[src/irq_route_map.vh]
`ifndef IRQ_ROUTE_MAP_VH
`define IRQ_ROUTE_MAP_VH

// ==================================================================
// external interrupt request line numbers covered by this block
`define LINE_FIRST 7
`define LINE_LAST 24
`define LINE_SMARTCARD 7
`define LINE_RESERVED 8
`define LINE_PWR_MGMT 9
`define LINE_SPI_MASTER 10
`define LINE_I2C_MASTER 11
`define LINE_PWR_CLK_RST 12
`define LINE_GPIO_COMMON 13
`define LINE_GPIO_FIRST 14

// ==================================================================
// gpio counts
`define GPIO_COUNT 12
`define GPIO_DEDICATED 11

// ==================================================================
// trigger type encoding, 3 bits
`define TRIG_WIDTH 3
`define TRIG_RISE 3'h0
`define TRIG_FALL 3'h1
`define TRIG_BOTH 3'h2
`define TRIG_HIGH 3'h3
`define TRIG_LOW 3'h4

// ==================================================================
// cycles after reset before a pad edge may count
`define TRIG_SETTLE 3'h5

// ==================================================================
// reset values
`define PENDING_RESET 1'b0
`define LINES_RESET 18'h00000

`endif

[src/gpio_trigger.v]
`timescale 1ns/1ps
`default_nettype none
`include "irq_route_map.vh"

module gpio_trigger (
  // clock and reset
  input wire sys_clk,
  input wire rstn,
  // pad level, asynchronous to sys_clk
  input wire pin,
  // trigger programming
  input wire [`TRIG_WIDTH-1:0] trig_mode,
  input wire enable,
  // one-cycle clear of a latched edge
  input wire clear,
  // result
  output reg pending
);

  reg sync1;
  reg sync2;
  reg sync3;
  reg level;
  reg level_prev;
  reg next_pending;
  reg [2:0] settle;

  // ================================================================
  // decode helpers
  function is_level_mode;
    input [`TRIG_WIDTH-1:0] m;
    begin
      is_level_mode = (m == `TRIG_HIGH) || (m == `TRIG_LOW);
    end
  endfunction

  // ================================================================
  // pad synchroniser; sync1 feeds only sync2
  always @(posedge sys_clk) begin
    if (!rstn) begin
      sync1 <= 1'b0;
      sync2 <= 1'b0;
      sync3 <= 1'b0;
      level <= 1'b0;
      level_prev <= 1'b0;
    end else begin
      sync1 <= pin;
      sync2 <= sync1;
      sync3 <= sync2;
      // accept a change only when the last two stages agree
      if (sync2 == sync3) begin
        level <= sync3;
      end
      level_prev <= level;
    end
  end

  // ================================================================
  // settle count: the chain holds reset zeros for a few cycles, so a
  // pad idling high would otherwise look like a rising edge
  always @(posedge sys_clk) begin
    if (!rstn) begin
      settle <= 3'h0;
    end else if (settle != `TRIG_SETTLE) begin
      settle <= settle + 3'h1;
    end
  end

  // ================================================================
  // trigger evaluation; a new edge beats a clear in the same cycle
  always @* begin
    next_pending = pending;
    if (!enable || (settle != `TRIG_SETTLE)) begin
      next_pending = 1'b0;
    end else if (is_level_mode(trig_mode)) begin
      // level modes follow the pad, no latching
      next_pending = (trig_mode == `TRIG_HIGH) ? level : ~level;
    end else begin
      if (clear) begin
        next_pending = 1'b0;
      end
      case (trig_mode)
        `TRIG_RISE: begin
          if (level & ~level_prev) next_pending = 1'b1;
        end
        `TRIG_FALL: begin
          if (~level & level_prev) next_pending = 1'b1;
        end
        `TRIG_BOTH: begin
          if (level ^ level_prev) next_pending = 1'b1;
        end
        default: begin
          next_pending = 1'b0; // unused codes never fire
        end
      endcase
    end
  end

  always @(posedge sys_clk) begin
    if (!rstn) begin
      pending <= `PENDING_RESET;
    end else begin
      pending <= next_pending;
    end
  end

endmodule
`default_nettype wire

[src/irq_source_map.v]
// Notes on behaviour
// - line 7 follows the smart card contact interface interrupt.
// - line 9 on temperature, over-current, overload or bus supply events.
// - line 10 on SPI master transmit or receive buffer request.
// - line 11 on I2C master transmit or receive buffer request.
// - line 12 on high temperature from sensor 0 or sensor 1.
// - line 12 also on wake-up, standby exit or input gpio event.
// - line 13 is the shared line for pending GPIO1 through GPIO12.
// - GPIO1..GPIO4 drive lines 14..17, each with programmable trigger type.
// - dedicated per-pin lines continue up to line 24 for GPIO11.
`timescale 1ns/1ps
`default_nettype none
`include "irq_route_map.vh"

module irq_source_map #(
  parameter GPIO_COUNT = `GPIO_COUNT,
  parameter GPIO_DEDICATED = `GPIO_DEDICATED
) (
  // clock and reset
  input wire sys_clk,
  input wire rstn,
  // smart card contact interface
  input wire smartcard_irq,
  // power management unit events
  input wire pwr_temp_event,
  input wire pwr_over_current,
  input wire pwr_overload,
  input wire pwr_bus_supply_event,
  // master interface buffers
  input wire spi_tx_req,
  input wire spi_rx_req,
  input wire i2c_tx_req,
  input wire i2c_rx_req,
  // power/clock/reset unit events
  input wire temp0_high,
  input wire temp1_high,
  input wire suspend_wakeup,
  input wire standby_exit,
  // gpio pads, bit 0 is GPIO1
  input wire [GPIO_COUNT-1:0] gpio_pin,
  input wire [GPIO_COUNT-1:0] gpio_is_input,
  input wire [GPIO_COUNT-1:0] gpio_irq_enable,
  input wire [GPIO_COUNT*`TRIG_WIDTH-1:0] gpio_trig_mode,
  input wire [GPIO_COUNT-1:0] gpio_clear,
  // status
  output wire [GPIO_COUNT-1:0] gpio_pending,
  // request lines to the interrupt controller, index = line number
  output reg [`LINE_LAST:`LINE_FIRST] irq_line
);

  reg [`LINE_LAST:`LINE_FIRST] next_irq_line;
  wire unit_gpio_event;
  integer i;

  // ================================================================
  // one trigger unit per gpio
  genvar g;
  generate
    for (g = 0; g < GPIO_COUNT; g = g + 1) begin : gpio_unit
      gpio_trigger u_trig (
        .sys_clk(sys_clk),
        .rstn(rstn),
        .pin(gpio_pin[g]),
        .trig_mode(gpio_trig_mode[g*`TRIG_WIDTH +: `TRIG_WIDTH]),
        .enable(gpio_irq_enable[g]),
        .clear(gpio_clear[g]),
        .pending(gpio_pending[g])
      );
    end
  endgenerate

  // only pins set as inputs may wake the unit line
  assign unit_gpio_event = |(gpio_pending & gpio_is_input);

  // ================================================================
  // line routing; sources are same-clock logic, taken unsynchronised
  always @* begin
    next_irq_line = `LINES_RESET;
    next_irq_line[`LINE_SMARTCARD] = smartcard_irq;
    next_irq_line[`LINE_RESERVED] = 1'b0;
    next_irq_line[`LINE_PWR_MGMT] = pwr_temp_event | pwr_over_current |
      pwr_overload | pwr_bus_supply_event;
    next_irq_line[`LINE_SPI_MASTER] = spi_tx_req | spi_rx_req;
    next_irq_line[`LINE_I2C_MASTER] = i2c_tx_req | i2c_rx_req;
    next_irq_line[`LINE_PWR_CLK_RST] = temp0_high | temp1_high |
      suspend_wakeup | standby_exit | unit_gpio_event;
    next_irq_line[`LINE_GPIO_COMMON] = |gpio_pending;
    // dedicated lines, GPIO1 on line 14 onward
    for (i = 0; i < GPIO_DEDICATED; i = i + 1) begin
      next_irq_line[`LINE_GPIO_FIRST + i] = gpio_pending[i];
    end
  end

  // ================================================================
  // registered outputs: one cycle of latency buys glitch-free lines
  always @(posedge sys_clk) begin
    if (!rstn) begin
      irq_line <= `LINES_RESET;
    end else begin
      irq_line <= next_irq_line;
    end
  end

endmodule
`default_nettype wire

[config.mk]
export PLATFORM = sky130hd
export DESIGN_NAME = irq_source_map
export DESIGN_NICKNAME = d
export VERILOG_FILES = /design/src/gpio_trigger.v /design/src/irq_source_map.v
export VERILOG_INCLUDE_DIRS = /design/src
export SDC_FILE = /design/constraint.sdc
export NUM_CORES = 1
export LEC_CHECK = 0
export ABC_AREA = 1
export BUFFER_PORTS_ARGS = -buffer_cell sky130_fd_sc_hd__buf_4
export CORE_MARGIN = 2
export CORE_UTILIZATION = 49
export DETAILED_ROUTE_END_ITERATION = 6
export PLACE_DENSITY = 0.77
export SLEW_MARGIN = 20
export SYNTH_ARGS = -nofsm -noshare
export SYNTH_HDL_FRONTEND = slang
export SYNTH_HIERARCHICAL = 1
export SYNTH_SLANG_ARGS = --single-unit
[constraint.sdc]
create_clock -name sys_clk -period 3 [get_ports sys_clk]
set_clock_uncertainty 0.05 [all_clocks]
set_input_delay 0.15 -clock sys_clk [delete_from_list [all_inputs] [get_ports sys_clk]]
set_output_delay 0.15 -clock sys_clk [all_outputs]
set_load 0.03 [all_outputs]
==> flow_summary.yaml, run 1 <==
run_status:
  status: "completed"
timing:
  worstMarginPinSlew_ps: 1000
  tns_ps: 0
  max_freq_ghz: 0.552
  rsz0062_at_grt: "false"
  holdWs_ps: 115
  min_period_over_period_pct: 60.4
  setup_viol: 0
  fin_crit_ps: 1810
  hold_viol: 0
  drv_slew: 0
  slew_headroom_pct: 33.1
cells_and_area:
  seqCellArea_mm2: 0.00250
  multiInputGateArea_mm2: 0.00249
  final_cell_mix: "inv_1, nand2_1, buf_4"
  area_growth_syn_to_layout_pct: 35.7
  fillCellCount: 909
  nets: 1084
  antenna_cells: 0
  final_common_cell: "inv_1"
  fin_cells: 1093
  layout-drive-gt1-share_pct: 18.9
place:
  dp_hpwl_mm: 8.02
  gp_congestion: 0.807
  numPortBuffers: 127
  dp_cells: 1018
worst_setup_path:
  crit_required_ps: 3230
  cp-start-kind: "flop"
  rr_startpoint: "gpio_unit[3].u_trig/level$_SDFFE_PN0N_"
  endpoint_kind: "flop"
  reg2reg_setup_slack_ps: 1190
  cp_max_fo: 6
  r2r-end: "gpio_unit[3].u_trig/pending$_SDFF_PP0_"
  path_class: "reg2reg"
  cp.arrival_ps: 2040
  rr_worst_depth: 9
run:
  max-cap-violations: 0
drt:
  firstDrtPassIters: 4
  wire_per_inst_um: 10.9
  route.detailed.drc: 0
  wirelength_mm: 12.0
  drtIter0Drc: 204
  via_per_inst: 4.53
  drtAntennaViolNets: 0
  vias: 4949
grt:
  antenna_found_initial: 0
  grt_pass1_wl_mm: 20.2
  grt_usage_pct: 19.5
  globalRouteOverflowTotal: 0
  grt_pass1_vias: 4675
  grt_max_degree: 110
floorplanning:
  ioPinCount: 129
  die_h_um: 113
  start_util_pct: 50.3
  row_count: 39
  dieArea_mm2: 0.0127
  dieWidth_um: 113
  core_area_mm2: 0.0115
clocking:
  h-tree-depth: 4
  cts_buffers: 17
  clock_latency_ps: 400
  cts-root-buf: "clkbuf_16"
  clk_pin_slew_ps: 50
  cts_resized: 0
  numClockSinks: 125
  cts_tree: "built"
  clockBufferDepth: 2
synth:
  synth_area_leaders: "dfxtp_1, inv_1, nand2_1"
  ys_warn_count: 6
  synth_top_cell_area_share_pct: 43.4
  synth_cell_types: 16
  synth.avg_cell_area_um2: 7.58
  synth_nets: 908
  yosys.area.top_type: "dfxtp_1"
  netlist_instances: 761
  synth-seq-cells: 125
  syn-cell-area_mm2: 0.00577
  yosysSeqAreaShare_pct: 43.4
worst_hold_path:
  min_to: "irq_line[12]$_SDFF_PN0_"
  hp-class: "in2reg"
  worstHoldPathCells: 7
  hold_start: "gpio_is_input[5]"
power_and_ir_drop:
  power_density_mw_per_mm2: 540
  ir_drop_uv: 404
  power_uw: 4230
  leakage_uw: 0.00440
power by group:
| part | leakage, µW | switching, µW | internal, µW |
|---|---|---|---|
| Clock | 0.000287 | 714 | 1320 |
| Combinational | 0.00309 | 191 | 207 |
| Sequential | 0.00102 | 53.2 | 1740 |
flip-flops by register name, summed over array words and instances (netlist names):
signal and flops:
gpio_unit.u_trig/sync2 12, irq_line 17, gpio_unit.u_trig/settle 36, gpio_unit.u_trig/level_prev 12
gpio_unit.u_trig/sync1 12, gpio_unit.u_trig/pending 12, gpio_unit.u_trig/sync3 12, gpio_unit.u_trig/level 12
worst max path at each step:
stage | start | to | slack, ps | depth (start not counted)
after global placement | rstn | gpio_unit[2].u_trig/pending$_SDFF_PP0_ | 1510 | 5
after floorplan | gpio_unit[11].u_trig/level$_SDFFE_PN0N_ | gpio_unit[11].u_trig/pending$_SDFF_PP0_ | 1960 | 5
after global routing | gpio_unit[3].u_trig/level$_SDFFE_PN0N_ | gpio_unit[3].u_trig/pending$_SDFF_PP0_ | 1100 | 9
after detailed placement | rstn | gpio_unit[3].u_trig/pending$_SDFF_PP0_ | 1470 | 5
final | gpio_unit[3].u_trig/level$_SDFFE_PN0N_ | gpio_unit[3].u_trig/pending$_SDFF_PP0_ | 1190 | 9
after CTS | gpio_unit[3].u_trig/level$_SDFFE_PN0N_ | gpio_unit[3].u_trig/pending$_SDFF_PP0_ | 1200 | 9
critical path, cell delays in order, from the launching register on:
cell	delay, ps
dfxtp_1	430
inv_1	70
ha_1	190
inv_1	60
nand2_1	50
nand2_1	80
nand2_1	60
nand2_1	90
a21oi_2	50
dlygate4sd3_1	560
timing repair:
| item | CTS | global route |
|---|---|---|
| buffers inserted | 0 | 0 |
| endpoints found under the hold margin | 28 | 0 |
| hold buffers | 43 | 0 |
logic make-up after synthesis:
family          synth area share (%)
compound gates                  13.6
simple gates                    19.0
other cells                   0.0650
flops                           43.4
buf+inv                         13.5
fa+ha+maj                       10.4
stage by stage:
step                area [µm²]  setup slack, ps  util, %
floorplan                 5770             1960        -
global placement          6810             1510     59.4
detailed placement        6810             1470     59.4
CTS                       7830             1200     68.3
global route              7830             1100     68.3
finish                    7830             1190     68.3
routing by layer:
| metal | GRT usage [%] | vias to the layer above | wire, µm |
|---|---|---|---|
| met4 | 7.15 | 0 | 186 |
| met1 | 23.7 | 2156 | 5480 |
| met5 | 0 | - | 0 |
| met2 | 33.1 | 107 | 5750 |
| met3 | 5.24 | 18 | 538 |
| li1 | - | 2668 | - |
cell type report:
class                   instances  area share [%]
multi-input cells             441            31.8
well taps                     143            2.29
repair buffers                170            17.7
inverters                     182            8.72
flip-flops and latches        125            32.0
clock inverters                11            1.82
clock buffers                  21            5.75
synth_stat cells:
master,number
a21oi_1,37
a21oi_2,12
a31oi_1,12
buf_4,13
conb_1,1
dfxtp_1,125
ha_1,48
inv_1,182
nand2_1,179
nand2_4,12
nand3_1,24
nor2_1,42
nor3b_1,1
nor4_1,1
o21ai_0,48
o21bai_1,24
No activity file was read; power rests on OpenSTA's default activity.
==> run 2, diff against run 1 <==
==> constraint.sdc (replaced) <==
create_clock -name sys_clk -period 1.8 [get_ports sys_clk]
set_clock_uncertainty 0.05 [all_clocks]
set_input_delay 0.09 -clock sys_clk [delete_from_list [all_inputs] [get_ports sys_clk]]
set_output_delay 0.09 -clock sys_clk [all_outputs]
set_load 0.03 [all_outputs]
==> flow_summary.yaml, run 2 (synthesis results as in run 1) <==
run_status:
  status: "completed"
clocking:
  numClockSinks: 125
  clockBufferDepth: 2
  h-tree-depth: 4
  cts_buffers: 17
  clock_latency_ps: 410
  cts_tree: "built"
  cts-root-buf: "clkbuf_16"
  clk_pin_slew_ps: 50
  post_cts_buffers: 0
place:
  gp_congestion: 0.792
  numPortBuffers: 127
  dpl_cell_area_mm2: 0.00685
  dp_hpwl_mm: 8.16
  dp_cells: 1021
floorplanning:
  dieWidth_um: 113
  dieArea_mm2: 0.0127
  die_h_um: 113
  start_util_pct: 50.3
  row_count: 39
  ioPinCount: 129
  core_area_mm2: 0.0115
worst_setup_path:
  slowest_stage: "dlygate4sd3_1"
  endpoint_kind: "flop"
  cp_max_fo: 32
  crit_end: "gpio_unit[4].u_trig/pending$_SDFF_PP0_"
  reg2reg_setup_slack_ps: 100
  crit_chain: "dlygate4sd3_1 > buf_8 > buf_12 > nand2_1 > nor2_1 > nand3_1 > a21oi_2 > dlygate4sd3_1"
  crit_top_cell: "dlygate4sd3_1"
  crit_required_ps: 2100
  cp.arrival_ps: 2000
  rr_worst_depth: 9
  rr_startpoint: "gpio_unit[0].u_trig/level$_SDFFE_PN0N_"
  startpoint: "rstn"
  path_class: "in2reg"
  slowest_delay_ps: 560
  r2r-end: "gpio_unit[0].u_trig/pending$_SDFF_PP0_"
  cp-start-kind: "input port"
grt:
  grt_pass1_vias: 4667
  grt_use_met1_pct: 22.8
  grt_max_degree: 44
  top_usage_layer: "met2"
  grt_use_met3_pct: 6.59
  globalRouteOverflowTotal: 0
  grt_pass1_wl_mm: 20.2
  grt_usage_pct: 20.0
  antenna_found_initial: 0
  gr-usage-met2_pct: 34.8
drt:
  drtIter0Drc: 164
  wire_per_inst_um: 11.1
  vias: 5020
  route.detailed.drc: 0
  wirelength_mm: 12.2
  firstDrtPassIters: 4
  via_per_inst: 4.56
  drtAntennaViolNets: 0
timing:
  min_period_over_period_pct: 94.2
  tns_ps: 0
  hold_viol: 0
  drv_slew: 0
  fin_crit_ps: 1700
  max_freq_ghz: 0.590
  rsz0062_at_grt: "false"
  holdWs_ps: 24.4
  setup_viol: 0
cells_and_area:
  antenna_cells: 0
  fillCellCount: 941
  final_cell_mix: "inv_1, nand2_1, buf_4"
  largest_reg_flops: 36
  final_common_cell: "inv_1"
  design_area_mm2: 0.00797
  fin_cells: 1100
  reg_top3: "gpio_unit.u_trig/settle: 36 flops, irq_line: 17 flops"
  area_growth_syn_to_layout_pct: 38.1
  layout-drive-gt1-share_pct: 20.1
  top_register: "gpio_unit.u_trig/settle"
  nets: 1091
worst_hold_path:
  hp-class: "in2reg"
power_and_ir_drop:
  leakage_uw: 0.00447
  ir_drop_uv: 625
  power_density_mw_per_mm2: 887
run:
  max-cap-violations: 0
==> run 2: cell count changes in the layout (fill, tap and decap cells not counted), moves of 2 or more <==
| cell | delta |
|---|---|
| dfxtp_2 | +7 |
| dlygate4sd3_1 | +3 |
| dfxtp_1 | -7 |
| clkinvlp_4 | -2 |
| clkbuf_8 | +5 |
| clkinv_4 | -2 |
==> run 2: worst min path at each step <==
stage                                start                                    to  slack [ps]  cells past startpoint
after floorplan                       rstn  gpio_unit[0].u_trig/sync1$_SDFF_PN0_         130                      2
after global placement         gpio_pin[1]  gpio_unit[1].u_trig/sync1$_SDFF_PN0_         220                      3
after detailed placement       gpio_pin[5]  gpio_unit[5].u_trig/sync1$_SDFF_PN0_         230                      3
after CTS                 gpio_is_input[5]               irq_line[12]$_SDFF_PN0_          10                      7
after global routing      gpio_is_input[1]               irq_line[12]$_SDFF_PN0_          60                      7
final                     gpio_is_input[6]               irq_line[12]$_SDFF_PN0_          20                      7
==> run 2: final cells by class <==
type	count	area, µm²	area share, %
inverters	182	683	8.57
clock buffers	26	519	6.52
multi-input cells	441	2490	31.3
clock inverters	6	80.1	1.00
flip-flops and latches	125	2510	31.5
well taps	143	179	2.25
repair buffers	177	1510	18.9
==> run 2: per-stage QoR <==
stage	util (%)	total power (µW)	setup WS, ps
final	69.5	7070	105
after CTS	69.0	7120	67.9
after floorplan	-	3350	763
after global placement	59.8	3630	687
after global routing	69.5	7380	1.92
after detailed placement	59.8	3650	639
==> run 2: where the power goes <==
part	switching [µW]	internal [µW]
logic	323	369
clock network	1140	2250
registers	86.3	2890
total	1550	5510
==> run 2: per-layer routing <==
layer,vias up,part of all wire [%]
met5,-,0
met1,2213,44
met4,0,1.7
li1,2680,-
met3,19,5.1
met2,108,50
==> run 2: critical path: cells and delay by family <==
kind                   cells  cell delay [ps]
and+or+nand+nor            3              270
buffers and inverters      4             1510
AOI/OAI and AO/OA          1              100
==> run 2: timing repair <==
action,4_1_cts,5_1_grt
endpoints found under the setup margin,0,9
hold endpoints to repair,36,0
hold buffers,46,0
gates resized for setup,0,12
==> run 3, diff against run 2 <==
--- a/config.mk
+++ b/config.mk
@@ -6,12 +6,12 @@
 export SDC_FILE = /design/constraint.sdc
 export NUM_CORES = 1
 export LEC_CHECK = 0
-export ABC_AREA = 1
+export ABC_AREA = 0
 export BUFFER_PORTS_ARGS = -buffer_cell sky130_fd_sc_hd__buf_4
 export CORE_MARGIN = 2
-export CORE_UTILIZATION = 49
+export CORE_UTILIZATION = 35
 export DETAILED_ROUTE_END_ITERATION = 6
-export PLACE_DENSITY = 0.77
+export PLACE_DENSITY = 0.6
 export SLEW_MARGIN = 20
 export SYNTH_ARGS = -nofsm -noshare
 export SYNTH_HDL_FRONTEND = slang
==> flow_summary.yaml, run 3 <==
run_status:
  status: "completed"
power_and_ir_drop:
  power_density_mw_per_mm2: 901
  ir_drop_uv: 595
  leakage_uw: 0.00355
place:
  dp_hpwl_mm: 8.46
  dpl_cell_area_mm2: 0.00657
  dp_cells: 872
  numPortBuffers: 127
  place_ws_ps: 204
  gp_congestion: 0.794
grt:
  grt_max_degree: 51
  grt_use_met3_pct: 3.66
  gr-usage-met2_pct: 27.0
  top_usage_layer: "met2"
  grt_usage_pct: 15.5
  grt_use_met1_pct: 18.0
  globalRouteOverflowTotal: 0
  antenna_found_initial: 0
  grt_pass1_vias: 4603
  grt_pass1_wl_mm: 20.3
timing:
  min_period_over_period_pct: 93.2
  setup_viol: 0
  rsz0062_at_grt: "false"
  drv_slew: 0
  fin_crit_ps: 1680
  hold_viol: 0
  fin_ws_ps: 123
  tns_ps: 0
  max_freq_ghz: 0.596
clocking:
  post_cts_buffers: 0
  numClockSinks: 125
  cts_tree: "built"
  clk_pin_slew_ps: 50
  cts-root-buf: "clkbuf_16"
  h-tree-depth: 4
  cts_buffers: 17
  cts_resized: 0
  cts-hold-fix-buffers: 81
  clockBufferDepth: 2
  clock_latency_ps: 410
cells_and_area:
  area_growth_syn_to_layout_pct: 46.9
  design_area_mm2: 0.00797
  largest_reg_flops: 36
  nets: 931
  antenna_cells: 0
  layout-drive-gt1-share_pct: 20.1
  final_cell_mix: "buf_4, dfxtp_1, dlygate4sd3_1"
  top_register: "gpio_unit.u_trig/settle"
  final_common_cell: "buf_4"
  reg_top3: "gpio_unit.u_trig/settle: 36 flops, irq_line: 17 flops"
  final_util_pct: 52.6
  fin_cells: 983
drt:
  drtAntennaViolNets: 0
  via_per_inst: 4.70
  drtIter0Drc: 212
  wirelength_mm: 12.3
  route.detailed.drc: 0
  firstDrtPassIters: 4
  vias: 4617
  wire_per_inst_um: 12.5
synth:
  synth_area_leaders: "dfxtp_1, ha_1, and2_1"
  async_flop_share_pct: 0
  synth-seq-cells: 125
  synth_nets: 714
  yosysSeqAreaShare_pct: 46.1
  syn-cell-area_mm2: 0.00542
  yosys.area.top_type: "dfxtp_1"
  synth_top_cell_area_share_pct: 46.1
  synth-edff-count: 0
  synth.most_common_cell: "dfxtp_1"
  synth_ff_type: "dfxtp_1"
  ys_warn_count: 6
  netlist_instances: 567
  synth.avg_cell_area_um2: 9.57
  synthTopCellsByCount: "dfxtp_1, inv_1, and2_1"
  synth_cell_types: 25
worst_setup_path:
  endpoint_kind: "flop"
  cp_max_fo: 5
  cp-start-kind: "flop"
  crit_required_ps: 2040
  path_class: "reg2reg"
  cp.arrival_ps: 1920
floorplanning:
  dieWidth_um: 128
  die_h_um: 128
  ioPinCount: 129
  dieArea_mm2: 0.0165
  row_count: 45
  core_area_mm2: 0.0151
  start_util_pct: 35.8
worst_hold_path:
  hp-class: "in2reg"
run:
  max-cap-violations: 0
run 3: cell families (layout without fill, tap and decap cells):
| logic type | after synthesis | count (layout) | share of synthesized area [%] |
|---|---|---|---|
| AND/OR/NAND/NOR | 179 | 179 | 18.5 |
| flip-flops | 125 | 125 | 46.1 |
| AO/OA/AOI/OAI | 116 | 116 | 15.5 |
| buffers and inverters | 86 | 314 | 6.78 |
| adder cells (fa/ha/maj) | 48 | 48 | 11.1 |
| XOR/XNOR | 12 | 12 | 1.94 |
| other | 1 | 1 | 0.0691 |
run 3: area by class of cell:
type,count,area [µm²]
Fill cell,1334,7180
Multi-Input combinational cell,356,2550
Sequential cell,125,2500
Timing Repair Buffer,211,1810
Clock buffer,23,478
Inverter,73,274
Tap cell,188,235
Clock inverter,7,113
run 3: per-layer routing:
layer  part of all wire (%)  vias to the layer above
li1                       -                     2358
met1                     45                     2135
met2                     48                      104
met3                    4.3                       20
met4                    1.9                        0
met5                      0                        -
run 3: critical path, cell delays in order, from the launching register on:
cell           delay [ps]
dfxtp_1               380
a22o_1                310
a221oi_2              170
dlygate4sd3_1         570
a31oi_1                70
run 3: metrics by stage:
stage,hold WS [ps],total power [µW]
2_1_floorplan,156,3360
3_3_place_gp,249,3630
3_5_place_dp,251,3680
4_1_cts,5.07,7280
5_1_grt,22.6,7510
6_report,25.1,7180
run 3: worst paths after layout:
path	startpoint	end	slack, ps	cells past startpoint
worst min register to register	gpio_unit[0].u_trig/sync1$_SDFF_PN0_	gpio_unit[0].u_trig/sync2$_SDFF_PN0_	380	1
worst min-delay path	gpio_trig_mode[10]	gpio_unit[3].u_trig/pending$_SDFF_PP0_	30	3
worst max-delay path	gpio_unit[6].u_trig/pending$_SDFF_PP0_	irq_line[12]$_SDFF_PN0_	120	4
worst max register to register	gpio_unit[6].u_trig/pending$_SDFF_PP0_	irq_line[12]$_SDFF_PN0_	120	4
run 3: power breakdown:
| part | internal [µW] | switching, µW | leakage [µW] |
|---|---|---|---|
| sequential | 2900 | 88.7 | 0.00102 |
| combinational | 461 | 307 | 0.00224 |
| clock | 2260 | 1160 | 0.000289 |
